**config.mk**
```make
export PLATFORM = sky130hd
export DESIGN_NAME = mcs_counter
export DESIGN_NICKNAME = d
export VERILOG_FILES = /design/src/rtl/modulus_counter_submodule_pkg.sv /design/src/rtl/count_value.sv
export SDC_FILE = /design/constraint.sdc
export NUM_CORES = 1
export LEC_CHECK = 0
export ABC_AREA = 1
export BUFFER_PORTS_ARGS = -buffer_cell sky130_fd_sc_hd__buf_2
export CAP_MARGIN = 5
export CORE_MARGIN = 1
export CORE_UTILIZATION = 56
export CTS_BUF_LIST = sky130_fd_sc_hd__clkbuf_4
export DETAILED_ROUTE_END_ITERATION = 10
export GPL_ROUTABILITY_DRIVEN = 0
export GPL_TIMING_DRIVEN = 0
export HOLD_SLACK_MARGIN = 0.12
export PLACE_DENSITY_LB_ADDON = 0.08
export SYNTH_ARGS = -nofsm -noshare
export SYNTH_HDL_FRONTEND = slang
export SYNTH_SLANG_ARGS = --single-unit
export TNS_END_PERCENT = 20
```
**constraint.sdc**
```tcl
create_clock -name clk_sys -period 2.1 [get_ports clk_sys]
set_input_delay 0.315 -clock clk_sys [delete_from_list [all_inputs] [get_ports clk_sys]]
set_output_delay 0.315 -clock clk_sys [all_outputs]
set_load 0.01 [all_outputs]
```
**src/rtl/modulus_counter_submodule_pkg.sv**
```systemverilog
// package for the modulus counter submodule: register map and carriers
package mcs_pkg;
	localparam int ADDR_W = 4;
	localparam int DATA_W = 16;
	localparam logic [ADDR_W-1:0] OFF_LATCH = 4'h0;
	localparam logic [ADDR_W-1:0] OFF_COUNT = 4'h1;
	localparam logic [ADDR_W-1:0] OFF_STATUS = 4'h2;
	localparam logic [ADDR_W-1:0] OFF_CLEAR = 4'h3;
	localparam logic [ADDR_W-1:0] OFF_ENABLE = 4'h4;
	localparam logic [DATA_W-1:0] LATCH_RST = 16'h0000;
	localparam logic [DATA_W-1:0] COUNT_RST = 16'h0000;
	localparam logic [DATA_W-1:0] ALL_ONES = 16'hffff;
	localparam logic [DATA_W-1:0] ONE = 16'h0001;
	localparam logic [DATA_W-1:0] ZERO = 16'h0000;
	localparam int FLAG_BIT = 0;

	typedef struct packed {
		logic [ADDR_W-1:0] addr;
		logic [DATA_W-1:0] wdata;
		logic wr;
		logic rd;
	} mcs_req_type;
endpackage
```
**src/rtl/count_value.sv**
```systemverilog
// modulus counter submodule with register port and overflow interrupt
//
// The address map and the plain strobed port were chosen for this implementation.
`timescale 1ns/100ps
// Operation
// The 16-bit reload latch can be written and read back at any time.
// Writing the latch alone changes only the latch; the counter takes it at the next reload.
// Writing the counter loads both the counter and the latch at once.
// Reset clears the reload latch to zero.
// The counter is a 16-bit register stepped by an incrementer on count pulses.
// Reading the counter returns the count without changing it.
// Overflow reloads the counter from the latch; a software write is the only other load.
// Every overflow sets the overflow flag in the status register.
// With the latch at all ones every count pulse overflows and sets the flag; the code overflows only while the count is all ones too.
// Overflow happens on a pulse while the count is all ones; otherwise a pulse adds one.
// The flag stays set until software clears it; further overflows keep it set.
module mcs_counter (
	input wire logic clk_sys,
	input wire logic rst_n,
	input wire mcs_pkg::mcs_req_type req,
	input wire logic count_pulse,
	output logic [mcs_pkg::DATA_W-1:0] rdata,
	output logic irq
);
	import mcs_pkg::*;

	// one register access of a given kind at a given offset
	function automatic logic hit_write(input mcs_req_type r,
		input logic [ADDR_W-1:0] off);
		return r.wr && (r.addr == off);
	endfunction

	function automatic logic hit_read(input mcs_req_type r,
		input logic [ADDR_W-1:0] off);
		return r.rd && (r.addr == off);
	endfunction

	logic [DATA_W-1:0] latch;
	logic [DATA_W-1:0] count;
	logic counter_overflow_flag;
	logic irq_enable;
	logic pulse_meta;
	logic pulse_sync;
	logic pulse_prev;
	logic pulse_edge;
	logic overflow;
	logic count_wr;
	logic latch_wr;
	logic flag_clr;
	logic enable_wr;

	// count pulse comes from the count_pulse input, resynchronised
	always_ff @(posedge clk_sys) begin
		if (!rst_n) begin
			pulse_meta <= 1'b0;
			pulse_sync <= 1'b0;
			pulse_prev <= 1'b0;
		end else begin
			pulse_meta <= count_pulse;
			pulse_sync <= pulse_meta;
			pulse_prev <= pulse_sync;
		end
	end

	assign pulse_edge = pulse_sync & ~pulse_prev;
	assign count_wr = hit_write(req, OFF_COUNT);
	assign latch_wr = hit_write(req, OFF_LATCH);
	assign enable_wr = hit_write(req, OFF_ENABLE);
	assign flag_clr = hit_write(req, OFF_CLEAR) && req.wdata[FLAG_BIT];
	assign overflow = pulse_edge && (count == ALL_ONES) && !count_wr;

	// reload latch
	always_ff @(posedge clk_sys) begin
		if (!rst_n) begin
			latch <= LATCH_RST;
		end else if (count_wr || latch_wr) begin
			latch <= req.wdata;
		end
	end

	// counter: software write beats a coincident count pulse
	always_ff @(posedge clk_sys) begin
		if (!rst_n) begin
			count <= COUNT_RST;
		end else if (count_wr) begin
			count <= req.wdata;
		end else if (overflow) begin
			count <= latch;
		end else if (pulse_edge) begin
			count <= count + ONE;
		end
	end

	// sticky overflow flag, set wins over clear
	always_ff @(posedge clk_sys) begin
		if (!rst_n) begin
			counter_overflow_flag <= 1'b0;
		end else if (overflow) begin
			counter_overflow_flag <= 1'b1;
		end else if (flag_clr) begin
			counter_overflow_flag <= 1'b0;
		end
	end

	always_ff @(posedge clk_sys) begin
		if (!rst_n) begin
			irq_enable <= 1'b0;
		end else if (enable_wr) begin
			irq_enable <= req.wdata[FLAG_BIT];
		end
	end

	assign irq = counter_overflow_flag & irq_enable;

	// read data, valid the cycle after the read strobe only
	always_ff @(posedge clk_sys) begin
		if (!rst_n) begin
			rdata <= ZERO;
		end else if (!req.rd) begin
			rdata <= ZERO;
		end else if (req.addr == OFF_LATCH) begin
			rdata <= latch;
		end else if (req.addr == OFF_COUNT) begin
			rdata <= count;
		end else if (req.addr == OFF_STATUS) begin
			rdata <= {{(DATA_W-1){1'b0}}, counter_overflow_flag};
		end else if (req.addr == OFF_ENABLE) begin
			rdata <= {{(DATA_W-1){1'b0}}, irq_enable};
		end else begin
			rdata <= ZERO;
		end
	end
endmodule // mcs_counter

```
==> flow_summary_export.csv <==
group,metric,value,unit
setup_path,path_buf_inv,0,
place,dp_hpwl,5380,um
clock_network,clockBufferDepth,2,
layout,syn_to_final_growth,12.5,%
route,routedWlPerCell,13.8,um
setup_path,cpPeakStageDelay,0.47,ns
worst_hold_path,hold_path.class,"input pin to flip-flop",
synthesis,ys_seq_elements,53,
synthesis,synth_cells,405,
sta,slew_headroom,0.547,
floorplan,dieHeight,73.6,um
layout,multi_input_area,0.00146,mm2
setup_path,required,2.35,ns
global_routing,grt_first_pass_wirelength,12100,um
global_routing,overflow,0,
sta,worst_slack,0.208,ns
place,placedCellCount,513,
global_routing,antenna_found_initial,0,
clock_network,cts_tree,"done",
clock_network,ctsHoldBuffers,1,
floorplan,die_w,73.6,um
pwr,power_density,525,mW/mm2
layout,n_antenna_cell,0,
floorplan,die-area,0.00542,mm2
setup_path,crit_family,"simple AND/OR/NAND/NOR gates",
clock_network,cts_made_buffers,5,
route,ant_nets,0,
synthesis,post-synth-top-area-cell,"dfxtp_1",
layout,stdcell_count,522,
floorplan,ios,42,
sta,hold_viol,0,
place,post-place-ws,0.296,ns
clock_network,insertion_delay,0.38,ns
floorplan,rows,25,
sta,rsz0062_at_grt,"no",
route,firstDrtPassIters,5,
place,port_buffers,41,
synthesis,netlist.area_leader.share,0.369,
setup_path,crit_type,"flip-flop to flip-flop",
clock_network,cts_num_sinks,53,
route,vias_per_cell,5.36,
global_routing,grt_max_degree,15,
setup_path,crit_chain,"ha_1, nand2_2, nor2_4, nand3_1, nor2_4, nand2_1, nand3_2, a21oi_2",
synthesis,synth_area_leaders,"dfxtp_1, nand2_1, inv_1",
pwr,p_leak,1.35,nW
sta,skew,0.0173,ns
synthesis,synthFlopType,"dfxtp_1",
clock_network,ctsHtreeMaxLevel,2,
route,vias,2797,
sta,post-route-period-util,0.901,
synthesis,synth-async-reset-ratio,0,
clock_network,cts_resized,0,
synthesis,synth-edff-count,0,
clock_network,root_buffer,"clkbuf_4",
sta,clock.fmax,529,MHz
sta,fin_crit,1.89,ns
setup_path,start_kind,"flip-flop",
floorplan,core,0.00482,mm2
sta,tightestPinTransition,0.680,ns
setup_path,crit_top_cell,"nor2_4",
global_routing,grtUsageTotal,0.294,
layout,layout-drive-gt1-share,0.231,
run,drv_cap,0,
outcome,status,"finished clean",
sta,finalSetupTns,0,ns
clock_network,cts_setup_buffers,0,
pwr,peakVddDrop,0.000346,V
synthesis,ys_seq_area_frac,0.369,
layout,nNetsFinal,480,
sta,final-setup-viol-count,0,
clock_network,clk_pin_slew,0.16,ns
floorplan,start_util,0.596,
setup_path,critPathSlowestCell,"dfxtp_1",
setup_path,cp-end-kind,"flip-flop",
layout,final-seq-area,0.00106,mm2
route,drc,0,
synthesis,syn_avg_cell_area,7.09,um2
synthesis,synth_warnings,0,
setup_path,crit_arrival,2.14,ns
synthesis,synth.distinct_cells,28,
global_routing,grt_pass1_vias,2596,
route,drt_iter0_drc,233,
route,drt_wl_total,7220,um
synthesis,syn_area,0.00287,mm2
layout,fillCellCount,486,
setup_path,crit_path_max_fanout,9,
synthesis,syn_nets,431,
sta,maxSlewViolCount,0,
-- cells by family after synthesis --
logic type / share of synthesized area
XOR/XNOR: 0.00915
flip-flops: 0.369
AND/OR/NAND/NOR: 0.329
AO/OA/AOI/OAI: 0.165
adder cells (fa/ha/maj): 0.00435
buffers and inverters: 0.123
-- placed cells by master, fill, tap and decap left out --
cell and instances:
nor3_1 1, nand2_4 3, nor2_8 1, nor2_4 5
nor3_4 1, buf_4 2, a21oi_2 8, inv_2 6
clkbuf_1 7, buf_2 44, xor2_1 3, nand2_2 7
nand3_1 39, clkbuf_4 8, nand4_1 10, nor2_1 15
nand2_1 80, dlygate4sd3_1 1, buf_6 4, o22ai_1 4
inv_1 61, ha_1 1, nor2_2 1, nor3_2 1
nand3_2 14, o21ai_1 2, dfxtp_1 53, o21ai_0 29
a21oi_1 43, a41oi_1 1
-- routing by layer --
layer,track usage,wire [um],up-vias
met3,0.0466,469,8
met5,0,0,-
li1,-,-,1414
met4,0.111,73,0
met2,0.476,3480,104
met1,0.393,3200,1271
-- final timing paths --
check | from | endpoint | slack [ns] | cells past startpoint
min reg2reg | pulse_meta | pulse_sync | 0.43 | 2
max | count[0] | count[9] | 0.21 | 8
max reg2reg | count[0] | count[9] | 0.21 | 8
min | req[4] | latch[2] | 0.19 | 3
-- Yosys cell counts (3+ instances only) --
cell / n
a21oi_1: 43
a21oi_2: 8
buf_2: 3
buf_6: 4
clkbuf_1: 7
dfxtp_1: 53
inv_1: 61
inv_2: 6
nand2_1: 80
nand2_2: 7
nand2_4: 3
nand3_1: 39
nand3_2: 14
nand4_1: 10
nor2_1: 15
nor2_4: 5
o21ai_0: 29
o22ai_1: 4
xor2_1: 3
-- cell type report --
cell class                      count  share of cell area
Buffer                             16              0.0314
Clock buffer                        8              0.0186
Inverter                           67              0.0778
Multi-Input combinational cell    269               0.451
Sequential cell                    53               0.328
Tap cell                           67              0.0259
Timing Repair Buffer               42              0.0666
-- power breakdown --
group	switching, mW	internal [mW]
logic	0.109	0.0556
registers	0.0151	1.03
clock network	0.317	0.173
-- registers in the layout, indices dropped and copies added, names as in the netlist --
register	cells
irq_enable	1
pulse_prev	1
count	16
latch	16
counter_overflow_flag	1
rdata	16
pulse_sync	1
pulse_meta	1
-- metrics by stage --
stage	power [mW]	instance area (um2)	hold WS, ns	utilization
after detailed placement	1.22	3160	0.408	0.656
final	1.70	3230	0.186	0.671
after floorplan	1.16	2870	0.390	-
after global routing	1.76	3230	0.188	0.671
after global placement	1.22	3160	0.403	0.656
after CTS	1.70	3230	0.181	0.671
-- worst reg2reg max path: stages, from the launching register on --
cell and delay [ns]:
dfxtp_1 0.47, ha_1 0.26, nand2_2 0.08, nor2_4 0.21
nand3_1 0.18, nor2_4 0.28, nand2_1 0.12, nand3_2 0.10
a21oi_2 0.05
No activity file was read; power rests on OpenSTA's default activity.
